[src/core/pbaoc_pkg.sv]
// constants, register indices and types for the phase build-out and offset control block
// assumes a single 250 MHz system clock and a 32-bit APB register port
//
// Summary of operation
// - enabling build-out while locked raises an event
// - disabling build-out while locked slews offset to zero
// - build-out trim in 0.101 ns steps
// - build-out trim limited to plus/minus 1.4 ns
// - output skew in 6 ps steps, both signs
// - skew applied through the feedback clock phase
// - skew only used while build-out fully off
// - reject reference out of range or eye-closed
// - repeated or long interruptions force rearrangement
// - failed reference excluded until quality recovers
// - acceptance range default 9.2, 0 to 80 ppm
// - event: temporary holdover, measure, add offset
// - build-out enabled at reset, can be frozen
package pbaoc_pkg;
	localparam int CLK_PERIOD_PS = 4000;
	localparam int NREF = 4;

	// register indices; byte address is four times the index
	localparam logic [7:0] IDX_RANGE = 8'h60;
	localparam logic [7:0] IDX_BW = 8'h61;
	localparam logic [7:0] IDX_STATE = 8'h62;
	localparam logic [7:0] IDX_FAIL = 8'h63;
	localparam logic [7:0] IDX_ISTAT = 8'h64;
	localparam logic [7:0] IDX_IMASK = 8'h65;
	localparam logic [7:0] IDX_OFFSET = 8'h66;
	localparam logic [7:0] IDX_CTRL = 8'h48;
	localparam logic [7:0] IDX_SKEW_LO = 8'h70;
	localparam logic [7:0] IDX_SKEW_HI = 8'h71;
	localparam logic [7:0] IDX_TRIM = 8'h72;
	localparam logic [7:0] IDX_AUTO = 8'h76;

	// field positions
	localparam int CTRL_EN_BIT = 2;
	localparam int CTRL_FRZ_BIT = 3;
	localparam int AUTO_JUMP_BIT = 4;
	localparam int IRQ_DONE = 0;
	localparam int IRQ_FAIL = 1;
	localparam int IRQ_REQUAL = 2;
	localparam int IRQ_SLEW = 3;

	// reset values
	localparam logic [7:0] CTRL_RST = 8'h04;
	localparam logic [3:0] BW_RST = 4'h4;

	// trim: 0.101 ns steps, limited to 1.4 ns
	localparam int TRIM_STEP_PS = 101;
	localparam int TRIM_LIMIT_PS = 1400;
	localparam int TRIM_MAX = TRIM_LIMIT_PS / TRIM_STEP_PS;

	// acceptance range in 0.08 ppm steps
	localparam int RANGE_STEP_PPB = 80;
	localparam int RANGE_DFLT_PPB = 9200;
	localparam int RANGE_LIMIT_PPB = 80000;
	localparam logic [9:0] RANGE_RST = 10'(RANGE_DFLT_PPB / RANGE_STEP_PPB);
	localparam logic [9:0] RANGE_MAX = 10'(RANGE_LIMIT_PPB / RANGE_STEP_PPB);

	// timing: least times round up, the gap window rounds down
	localparam int HOLD_NS = 1000;
	localparam int DETECT_NS = 8000;
	localparam int GAP_WIN_NS = 16000;
	localparam int QUAL_NS = 16000;
	localparam logic [11:0] HOLD_CYC = 12'((HOLD_NS * 1000 + CLK_PERIOD_PS - 1) / CLK_PERIOD_PS);
	localparam logic [11:0] DETECT_CYC = 12'((DETECT_NS * 1000 + CLK_PERIOD_PS - 1) / CLK_PERIOD_PS);
	localparam logic [11:0] GAP_WIN_CYC = 12'(GAP_WIN_NS * 1000 / CLK_PERIOD_PS);
	localparam logic [11:0] QUAL_CYC = 12'((QUAL_NS * 1000 + CLK_PERIOD_PS - 1) / CLK_PERIOD_PS);

	// build-out sequencer states
	typedef enum logic [3:0] {
		ST_IDLE = 4'h1,
		ST_HOLD = 4'h2,
		ST_MEAS = 4'h4,
		ST_APPLY = 4'h8
	} pbaoc_fsm_e;
endpackage

[src/core/pbaoc_top.sv]
// phase build-out sequencer, trim, output skew, acceptance range and reference qualification
// assumes all non-bus inputs come from DPLL and monitor logic on mclk
`timescale 1ns/1ps
`default_nettype none
module pbaoc_top (
	input wire logic mclk,
	input wire logic rst,
	input wire logic psel,
	input wire logic penable,
	input wire logic pwrite,
	input wire logic [9:0] paddr,
	input wire logic [31:0] pwdata,
	output logic [31:0] prdata,
	output logic pready,
	output logic pslverr,
	input wire logic dpll_locked,
	input wire logic ref_switch,
	input wire logic phase_jump,
	input wire logic [15:0] phase_meas,
	input wire logic [1:0] sel_ref,
	input wire logic lock_lost,
	input wire logic [3:0] ref_off_range,
	input wire logic [3:0] ref_eye_closed,
	input wire logic [3:0] ref_gap,
	input wire logic [3:0] ref_lost,
	output logic holdover_req,
	output logic [17:0] absorb_offset,
	output logic [15:0] feedback_shift,
	output logic slew_active,
	output logic [3:0] ref_usable,
	output logic rearrange_req,
	output logic [9:0] accept_range,
	output logic irq
);
	typedef struct packed {
		pbaoc_pkg::pbaoc_fsm_e st;
		logic [7:0] ctrl;
		logic [7:0] autoj;
		logic [15:0] skew;
		logic [7:0] trim;
		logic [9:0] range;
		logic [3:0] bw;
		logic [3:0] ist;
		logic [3:0] imask;
		logic [31:0] rdata;
		logic en_prev;
		logic [11:0] hcnt;
		logic signed [15:0] meas;
		logic signed [17:0] offs;
		logic [15:0] scnt;
		logic slew;
		logic [15:0] fb;
		logic [3:0] fail;
		logic [3:0][11:0] bad_cnt;
		logic [3:0][11:0] gap_cnt;
		logic [3:0] gap_seen;
		logic [3:0][11:0] good_cnt;
		logic rearr;
	} pbaoc_state_s;

	pbaoc_state_s q;
	pbaoc_state_s d;
	logic [7:0] idx;
	logic mapped;
	logic [31:0] rmux;

	// address decode and read multiplexer
	always_comb begin
		idx = paddr[9:2];
		mapped = (paddr[1:0] == 2'h0);
		rmux = 32'h0;
		case (idx)
			pbaoc_pkg::IDX_CTRL: rmux = {24'h0, q.ctrl};
			pbaoc_pkg::IDX_AUTO: rmux = {24'h0, q.autoj};
			pbaoc_pkg::IDX_SKEW_LO: rmux = {24'h0, q.skew[7:0]};
			pbaoc_pkg::IDX_SKEW_HI: rmux = {24'h0, q.skew[15:8]};
			pbaoc_pkg::IDX_TRIM: rmux = {24'h0, q.trim};
			pbaoc_pkg::IDX_RANGE: rmux = {22'h0, q.range};
			pbaoc_pkg::IDX_BW: rmux = {28'h0, q.bw};
			pbaoc_pkg::IDX_STATE: rmux = {26'h0, q.slew, dpll_locked, q.st};
			pbaoc_pkg::IDX_FAIL: rmux = {28'h0, q.fail};
			pbaoc_pkg::IDX_ISTAT: rmux = {28'h0, q.ist};
			pbaoc_pkg::IDX_IMASK: rmux = {28'h0, q.imask};
			pbaoc_pkg::IDX_OFFSET: rmux = {14'h0, q.offs};
			default: mapped = 1'b0;
		endcase
	end

	logic wr;
	logic rd_acc;
	logic trig;
	logic signed [7:0] trim_c;
	// signed limit, so a negative trim is compared as negative
	localparam logic signed [7:0] TRIM_HI = 8'(pbaoc_pkg::TRIM_MAX);
	logic [15:0] period;
	logic [3:0] newfail;
	logic [3:0] requal;
	logic slow;
	logic fail_now;
	logic ev_done;
	logic ev_slew;

	// next-state logic for the whole block
	always_comb begin
		d = q;
		wr = psel & penable & pwrite & mapped;
		rd_acc = psel & penable & ~pwrite & mapped;
		newfail = 4'h0;
		requal = 4'h0;
		slow = 1'b0;
		fail_now = 1'b0;
		ev_done = 1'b0;
		ev_slew = 1'b0;
		period = 16'h1 << q.bw;
		// trim saturates at the documented span, signed
		if ($signed(q.trim) > TRIM_HI) begin
			trim_c = TRIM_HI;
		end else if ($signed(q.trim) < -TRIM_HI) begin
			trim_c = -TRIM_HI;
		end else begin
			trim_c = q.trim;
		end

		// register writes
		if (wr) begin
			case (idx)
				pbaoc_pkg::IDX_CTRL: d.ctrl = pwdata[7:0];
				pbaoc_pkg::IDX_AUTO: d.autoj = pwdata[7:0];
				pbaoc_pkg::IDX_SKEW_LO: d.skew[7:0] = pwdata[7:0];
				pbaoc_pkg::IDX_SKEW_HI: d.skew[15:8] = pwdata[7:0];
				pbaoc_pkg::IDX_TRIM: d.trim = pwdata[7:0];
				pbaoc_pkg::IDX_RANGE: d.range = (pwdata[9:0] > pbaoc_pkg::RANGE_MAX) ?
					pbaoc_pkg::RANGE_MAX : pwdata[9:0];
				pbaoc_pkg::IDX_BW: d.bw = pwdata[3:0];
				pbaoc_pkg::IDX_IMASK: d.imask = pwdata[3:0];
				default: d.ctrl = q.ctrl;
			endcase
		end
		// read data is captured in the setup phase
		if (psel & ~penable) begin
			d.rdata = rmux;
		end

		// build-out trigger: reference switch, phase jump, or enable while locked
		d.en_prev = q.ctrl[pbaoc_pkg::CTRL_EN_BIT];
		trig = (q.ctrl[pbaoc_pkg::CTRL_EN_BIT] & ~q.en_prev & dpll_locked)
			| (ref_switch & q.ctrl[pbaoc_pkg::CTRL_EN_BIT])
			| (phase_jump & q.autoj[pbaoc_pkg::AUTO_JUMP_BIT]);
		case (q.st)
			pbaoc_pkg::ST_IDLE: begin
				// frozen ignores new events; the offset still slews to zero if build-out is disabled while locked
				if (trig & ~q.ctrl[pbaoc_pkg::CTRL_FRZ_BIT]) begin
					d.st = pbaoc_pkg::ST_HOLD;
					d.hcnt = 12'h0;
				end
			end
			pbaoc_pkg::ST_HOLD: begin
				// temporary holdover while the new input settles
				if (q.hcnt == pbaoc_pkg::HOLD_CYC - 12'h1) begin
					d.st = pbaoc_pkg::ST_MEAS;
				end else begin
					d.hcnt = q.hcnt + 12'h1;
				end
			end
			pbaoc_pkg::ST_MEAS: begin
				d.meas = phase_meas;
				d.st = pbaoc_pkg::ST_APPLY;
			end
			pbaoc_pkg::ST_APPLY: begin
				// compensating offset plus signed trim
				d.offs = q.offs + 18'(q.meas) + 18'(trim_c);
				d.st = pbaoc_pkg::ST_IDLE;
				ev_done = 1'b1;
			end
			default: d.st = pbaoc_pkg::ST_IDLE;
		endcase

		// disabled while locked: walk the offset back to zero at the bandwidth rate
		d.slew = 1'b0;
		if (~q.ctrl[pbaoc_pkg::CTRL_EN_BIT] && dpll_locked && q.offs != 18'sh0
			&& q.st == pbaoc_pkg::ST_IDLE) begin
			d.slew = 1'b1;
			if (q.scnt >= period - 16'h1) begin
				d.scnt = 16'h0;
				d.offs = (q.offs > 18'sh0) ? q.offs - 18'sh1 : q.offs + 18'sh1;
				ev_slew = (q.offs == 18'sh1) || (q.offs == -18'sh1);
			end else begin
				d.scnt = q.scnt + 16'h1;
			end
		end else begin
			d.scnt = 16'h0;
		end

		// skew moves the feedback clock only with build-out fully off
		d.fb = (~q.ctrl[pbaoc_pkg::CTRL_EN_BIT] & ~q.autoj[pbaoc_pkg::AUTO_JUMP_BIT]) ?
			q.skew : 16'h0;

		// per-reference quality monitor
		for (int i = 0; i < pbaoc_pkg::NREF; i++) begin
			slow = ref_off_range[i] | ref_lost[i];
			if (slow) begin
				d.bad_cnt[i] = (q.bad_cnt[i] == pbaoc_pkg::DETECT_CYC) ?
					q.bad_cnt[i] : q.bad_cnt[i] + 12'h1;
			end else begin
				d.bad_cnt[i] = 12'h0;
			end
			// a lone gap only opens a watch window
			if (q.gap_seen[i]) begin
				if (q.gap_cnt[i] == pbaoc_pkg::GAP_WIN_CYC) begin
					d.gap_seen[i] = 1'b0;
				end else begin
					d.gap_cnt[i] = q.gap_cnt[i] + 12'h1;
				end
			end
			if (ref_gap[i] & ~q.gap_seen[i]) begin
				d.gap_seen[i] = 1'b1;
				d.gap_cnt[i] = 12'h0;
			end
			fail_now = ref_eye_closed[i]
				| (slow & (q.bad_cnt[i] == pbaoc_pkg::DETECT_CYC))
				| (ref_gap[i] & q.gap_seen[i])
				| (lock_lost & (sel_ref == 2'(i)));
			if (fail_now) begin
				newfail[i] = ~q.fail[i];
				d.fail[i] = 1'b1;
				d.good_cnt[i] = 12'h0;
			end else if (q.fail[i]) begin
				// requalify only after a clean stretch
				if (slow | ref_gap[i]) begin
					d.good_cnt[i] = 12'h0;
				end else if (q.good_cnt[i] == pbaoc_pkg::QUAL_CYC) begin
					d.fail[i] = 1'b0;
					requal[i] = 1'b1;
				end else begin
					d.good_cnt[i] = q.good_cnt[i] + 12'h1;
				end
			end
		end
		d.rearr = |(newfail & (4'h1 << sel_ref));

		// sticky status: read clears reported bits, a new event wins
		if (rd_acc && idx == pbaoc_pkg::IDX_ISTAT) begin
			d.ist = q.ist & ~q.rdata[3:0];
		end
		d.ist[pbaoc_pkg::IRQ_DONE] = d.ist[pbaoc_pkg::IRQ_DONE] | ev_done;
		d.ist[pbaoc_pkg::IRQ_FAIL] = d.ist[pbaoc_pkg::IRQ_FAIL] | (|newfail);
		d.ist[pbaoc_pkg::IRQ_REQUAL] = d.ist[pbaoc_pkg::IRQ_REQUAL] | (|requal);
		d.ist[pbaoc_pkg::IRQ_SLEW] = d.ist[pbaoc_pkg::IRQ_SLEW] | ev_slew;
	end

	// state register; build-out enabled after reset
	always_ff @(posedge mclk) begin
		if (rst) begin
			q <= '0;
			q.st <= pbaoc_pkg::ST_IDLE;
			q.ctrl <= pbaoc_pkg::CTRL_RST;
			q.en_prev <= 1'b1;
			q.range <= pbaoc_pkg::RANGE_RST;
			q.bw <= pbaoc_pkg::BW_RST;
		end else begin
			q <= d;
		end
	end

	// outputs
	assign pready = 1'b1;
	assign pslverr = psel & penable & ~mapped;
	assign prdata = q.rdata;
	assign holdover_req = (q.st == pbaoc_pkg::ST_HOLD);
	assign absorb_offset = q.offs;
	assign feedback_shift = q.fb;
	assign slew_active = q.slew;
	assign ref_usable = ~q.fail;
	assign rearrange_req = q.rearr;
	assign accept_range = q.range;
	assign irq = |(q.ist & q.imask);

	// checks
	localparam int A_HOLD = int'(pbaoc_pkg::HOLD_CYC);
	localparam int A_TRIM = pbaoc_pkg::TRIM_MAX;
	logic signed [17:0] a_offs_prev;
	logic signed [15:0] a_meas_prev;
	logic signed [17:0] a_step;
	always_ff @(posedge mclk) begin
		a_offs_prev <= q.offs;
		a_meas_prev <= q.meas;
	end
	assign a_step = q.offs - a_offs_prev - 18'(a_meas_prev);
endmodule // pbaoc_top
`default_nettype wire

[config.mk]
export PLATFORM = sky130hd
export DESIGN_NAME = pbaoc_top
export DESIGN_NICKNAME = d
export VERILOG_FILES = /design/src/core/pbaoc_pkg.sv /design/src/core/pbaoc_top.sv
export SDC_FILE = /design/constraint.sdc
export NUM_CORES = 1
export LEC_CHECK = 0
export BUFFER_PORTS_ARGS = -buffer_cell sky130_fd_sc_hd__buf_2
export CORE_MARGIN = 10
export CORE_UTILIZATION = 64
export DETAILED_ROUTE_END_ITERATION = 8
export PLACE_DENSITY = 0.95
export SYNTH_ARGS = -nofsm -noshare
export SYNTH_HDL_FRONTEND = slang
export SYNTH_SLANG_ARGS = --single-unit
[constraint.sdc]
create_clock -name mclk -period 10.1 [get_ports mclk]
set_input_delay 0 -clock mclk [delete_from_list [all_inputs] [get_ports mclk]]
set_output_delay 0 -clock mclk [all_outputs]
set_load 0.05 [all_outputs]
Yosys cells after proc, flatten, opt, wreduce, memory -nomap -nowiden
Cells that the tools add are included.
{ "totals": {"register_bits": 331, "mem_bits_ro": 0, "in_bits": 85, "memories": 0, "latchBits": 0, "ram_bits": 0} }
{ "op_classes": {"n_div": 0, "bitwise": 85, "n_shift": 2, "n_addsub": 19, "n_eq_ne": 41, "n_mux": 76, "multipliers": 0, "n_reduce_logical": 46, "magnitude_cmp": 5} }
{ "ops": {"columns": ["operator", "count"], "rows": [
  ["$pmux W18 S12", 1],
  ["$add A12 B1 Y12 const B", 13],
  ["$mux W12", 10],
  ["$eq A12 B12 Y1 const B", 8],
  ["$eq A8 B7 Y1 const B", 12],
  ["$mux W18", 4],
  ["$mux W1", 53],
  ["$eq A12 B11 Y1 const B", 4],
  ["$reduce_and A2 Y1", 17],
  ["$and A1 B1 Y1", 29],
  ["$or A1 B1 Y1", 26],
  ["$reduce_or A2 Y1", 13],
  ["$not A1 Y1", 25],
  ["$pmux W12 S2", 1],
  ["$add A18 B16 Y18", 1],
  ["$add A18 B2 Y18 const B", 1],
  ["$add A18 B8 Y18", 1],
  ["$eq A18 B1 Y1 const B", 1],
  ["$eq A18 B2 Y1 const B", 1],
  ["$gt A18 B1 Y1 const B", 1],
  ["$reduce_bool A18 Y1", 1],
  ["$sub A18 B2 Y18 const B", 1],
  ["$add A16 B1 Y16 const B", 1],
  ["$ge A16 B16 Y1", 1],
  ["29 further kinds", 48]
]} }

Depth between registers and ports, before layout
{ "depth": {"word_depth": 8, "mapped_depth": 15, "depth_no_buf": 15} }

Least setup slack after synthesis
No wires, ideal clock.
{ "synth_path": {"kind": "reg-to-reg", "from": "register q[293] (netlist bit)", "to": "register q, in the netlist absorb_offset[15]", "period_less_slack_ns": 3.813, "setup_time_ns": 0.075, "required_time_ns": 10.025, "n_path_buf": 0, "setup_slack_ns": 6.287, "stages_incl_launch_ff": 16, "arrival_ns": 3.739, "cell_sequence": "dfxtp_1 -> nand4_1 -> or2_2 -> ha_1 -> nor2_1 -> inv_1 -> fa_1 -> inv_1 -> ha_1 -> nand3_1 -> nor4_1 -> nor2_1 -> a21oi_1 -> a31oi_1 -> mux2_2 -> a31oi_1"} }
{ "synth_between": {"elab_chain_cells": 7, "word_cells_on_any_way": 8} }
{ "synth_lines": {"columns": ["item", "line_no", "text"], "rows": [
  ["start, declared", "pbaoc_top.sv:61", "pbaoc_state_s q;"],
  ["$lt A8 B5 Y1", "pbaoc_top.sv:118", "end else if ($signed(q.trim) < -TRIM_HI) begin"],
  ["$mux W8", "pbaoc_top.sv:118", null],
  ["$mux W8 (*)", "pbaoc_top.sv:116", "if ($signed(q.trim) > TRIM_HI) begin"],
  ["$add A18 B8 Y18 (*)", "pbaoc_top.sv:171", "d.offs = q.offs + 18'(q.meas) + 18'(trim_c);"],
  ["$mux W18 (*)", "pbaoc_top.sv:149", "case (q.st)"],
  ["$mux W18", "pbaoc_top.sv:183", "if (q.scnt >= period - 16'h1) begin"],
  ["$mux W18 (*)", "pbaoc_top.sv:180", "if (~q.ctrl[pbaoc_pkg::CTRL_EN_BIT] && dpll_locked && q.offs != 18'sh0"]
]} }
Mark *: on every way between the ends. The rest lies on a longest branch, timed or not.
A chain may end at the register's enable or synchronous reset.

Final worst setup path
{ "layout_path": {"from": "register q[292] (netlist bit)", "to": "register q, in the netlist absorb_offset[15]"} }
The elaborated chain is that of the path after synthesis.

==> impl_metrics.yaml <==
clocking:
  clock-root-buffer: "clkbuf_16"
  clock_sinks: 317
  h-tree-depth: 1
  cts_made_buffers: 31
  cts_buffer_depth: 3
  cts_tree: "built"
  clock_latency_ns: 0.58
  clk_pin_slew_ns: 0.07
detailed_routing:
  wl_um: 46990
  initialDrtViolationCount: 1590
  drc: 0
  ant_nets: 0
  vias: 15344
  routedWlPerCell_um: 19.35
  drt_pass1_iterations: 8
  routed_via_density: 6.317
logic_synthesis:
  async_flop_share_pct: 0
  syn_area_mm2: 0.01684
  synth_edf_count: 0
  netlist.area_leader.share_pct: 37.68
  synth_cells: 1976
  seq_area_frac_synth_pct: 37.68
  ys.flop_type: "dfxtp_1"
  synth_top_cell_by_area: "dfxtp_1"
  ys_warn_count: 0
  ys_ff_latch: 317
  synth.area.top_cells: "dfxtp_1 (38%), nor2_1 (6.1%), xor2_1 (4.9%)"
  synth.avg_cell_area_um2: 8.522
  synth.distinct_cells: 92
placement:
  globalplace.congestion: 0.9449
  io_buffers: 133
  dp_hpwl_um: 30940
power_and_ir_drop:
  power.total_mw: 2.669
  powerDensity_mw_per_mm2: 142.4
  pwr-share-seq_pct: 47.9
  p_leak_nw: 7.309
  combPwrFrac_pct: 6.3
  internal_power_mw: 2.044
  power_switching_share_pct: 23.43
  switching_power_mw: 0.6253
  power.share.clock_pct: 45.8
  peakVddDrop_v: 0.0001731
sta:
  fin_crit_sh_pct: 47.92
  finClkSkew_ns: 0.01244
  slew_violations: 0
  finalHoldViolCount: 0
  slew_headroom_pct: 12.87
  setup_viol: 0
  rsz0062_at_grt: "false"
  setup-tns-final_ns: 0
  worst_slew_pin_slew_ns: 1.293
  min_period_ns: 4.840
  max_freq_mhz: 206.6
setup_path:
  critical_path_class: "flop to flop"
  cp.depth: 15
  worstSetupStartpointType: "flop"
  crit_path_max_incr_delay_ns: 0.96
  reg2reg_to: "absorb_offset[15]$_SDFF_PP0_"
  cpMaxStageDelayCell: "nor2_1"
  r2r.worst_path.cells: 15
  cp-end-kind: "flop"
  crit_chain: "nand4_1, or2_2, ha_1, nor2_1, inv_1, fa_1, inv_1, ha_1, nand3_1, nor4_1, nor2_1, a21oi_1, a31oi_1, mux2_2, a31oi_1"
  reg2reg_from: "q[292]$_SDFFE_PP0P_"
  critPathTopFamily: "simple AND/OR/NAND/NOR gates"
  r2r_slack_ns: 5.26
  path_buf_inv: 2
  critPathMaxFanout: 11
  crit_arrival_ns: 5.34
  crit_required_ns: 10.60
die:
  initial_core_util_pct: 64.81
  die_height_um: 182.2
  die_w_um: 182.2
  ioPinCount: 171
  die_area_mm2: 0.03320
  core_mm2: 0.02598
  rows: 59
global_route:
  grt_pass1_wl_um: 76730
  grt_pass1_vias: 15557
  grt_max_degree: 95
  antenna_found_initial: 2
  grt_use_total_pct: 27.19
  grt.overflow.total: 0
finish:
  layout_commonest_cell: "dfxtp_1"
  utilization_pct: 72.12
  fin_nets: 2238
  layout_common_cells: "dfxtp_1 (317), nor2_1 (274), nand2_1 (177)"
  drive_above_1_share_pct: 11.66
  syn2layout_area_growth_pct: 11.29
min_path:
  worstHoldStart: "pwrite"
  hold_class: "primary input to flop"
  worstHoldPathCells: 5
  hold_end: "q[265]$_SDFFE_PP0P_"
flow_run:
  maxCapViolations: 0
status:
  outcome: "completed"
[synthesized netlist by cell type, types with 8 or more instances]
master and number:
fa_1 18, nand2_1 177, and3_1 51, a31oi_1 22, nand4_1 56, nor2_1 274, mux2i_1 50, nand3_1 81
nand3b_1 16, a21o_1 12, nor3b_1 11, o21ai_0 72, or2_2 10, inv_1 64, and2_1 22, clkbuf_1 44
buf_2 11, xor2_1 94, nor3_1 43, a21oi_1 109, nor4_1 8, a211oi_1 10, a22oi_1 16, or3_1 26
a221oi_1 13, buf_4 80, ha_1 65, dfxtp_1 317, nand2b_1 12, xnor2_1 56
[logic make-up after synthesis]
logic type	count (synthesis)	share of synthesized area, %
simple gates	834	24.57
compound gates	322	12.39
buf+inv	210	6.828
fa+ha+maj	83	6.969
mux	58	3.708
xor+xnor	150	7.801
other cells	2	0.04460
flops	317	37.68
[worst max-delay path by stage]
stage / from / to / slack, ns
2_1_floorplan: q[293]$_SDFFE_PP0P_ / absorb_offset[15]$_SDFF_PP0_ / 6.29
3_5_place_dp: q[292]$_SDFFE_PP0P_ / absorb_offset[17]$_SDFF_PP0_ / 5.50
3_3_place_gp: q[292]$_SDFFE_PP0P_ / absorb_offset[15]$_SDFF_PP0_ / 5.65
6_report: q[292]$_SDFFE_PP0P_ / absorb_offset[15]$_SDFF_PP0_ / 5.26
4_1_cts: q[292]$_SDFFE_PP0P_ / absorb_offset[15]$_SDFF_PP0_ / 5.39
5_1_grt: q[288]$_SDFFE_PP0P_ / absorb_offset[15]$_SDFF_PP0_ / 4.95
[worst reg2reg max path, cell delays in order, from the launching register on]
cell	delay, ns
dfxtp_1	0.45
nand4_1	0.15
or2_2	0.33
ha_1	0.18
nor2_1	0.96
inv_1	0.20
fa_1	0.56
inv_1	0.05
ha_1	0.37
nand3_1	0.15
nor4_1	0.33
nor2_1	0.12
a21oi_1	0.33
a31oi_1	0.15
mux2_2	0.30
a31oi_1	0.13
[sequential cells by signal, summed over array words and instances, names as in the netlist]
signal and flops:
q 252, absorb_offset 18, prdata 18, feedback_shift 16, accept_range 10, d 1
rearrange_req 1, slew_active 1
[area by class of cell]
cell class              instances  area (µm²)
multi-input cells            1463        9409
fillers                      1780        7244
flip-flops and latches        317        6346
repair buffers                193        1251
clock buffers                  48       919.6
well taps                     335       419.2
inverters                      64       240.2
clock inverters                 7       150.1
diodes                          2       5.005
[metrics by stage]
step                      instances  hold WS (ns)  area (µm²)  worst slack [ns]
after floorplan                1990       0.09491       16890             6.287
after global placement         2319        0.2420       17140             5.653
after detailed placement       2319        0.2456       17140             5.504
after CTS                      2427      0.004548       18740             5.391
after global routing           2429       0.02229       18740             4.949
final                          2429       0.01370       18740             5.260
[per-layer routing]
layer	routed length [µm]	GRT usage (%)
met4	2381	13.37
met2	23410	49.12
met5	0	0
met3	4157	5.757
met1	17050	29.50
[power by group through the flow]
stage | clock network (mW) | logic (mW) | registers, mW
2_1_floorplan | 0 | 0.110 | 1.30
3_3_place_gp | 0 | 0.141 | 1.30
3_5_place_dp | 0 | 0.146 | 1.31
4_1_cts | 1.22 | 0.164 | 1.28
5_1_grt | 1.27 | 0.180 | 1.28
6_report | 1.22 | 0.168 | 1.28
[what timing repair did]
item | CTS | global route
hold endpoints to repair | 101 | 0
setup buffers | 0 | 0
resized for setup | 0 | 0
hold buffers | 53 | 0
No activity file was read; power rests on OpenSTA's default activity.
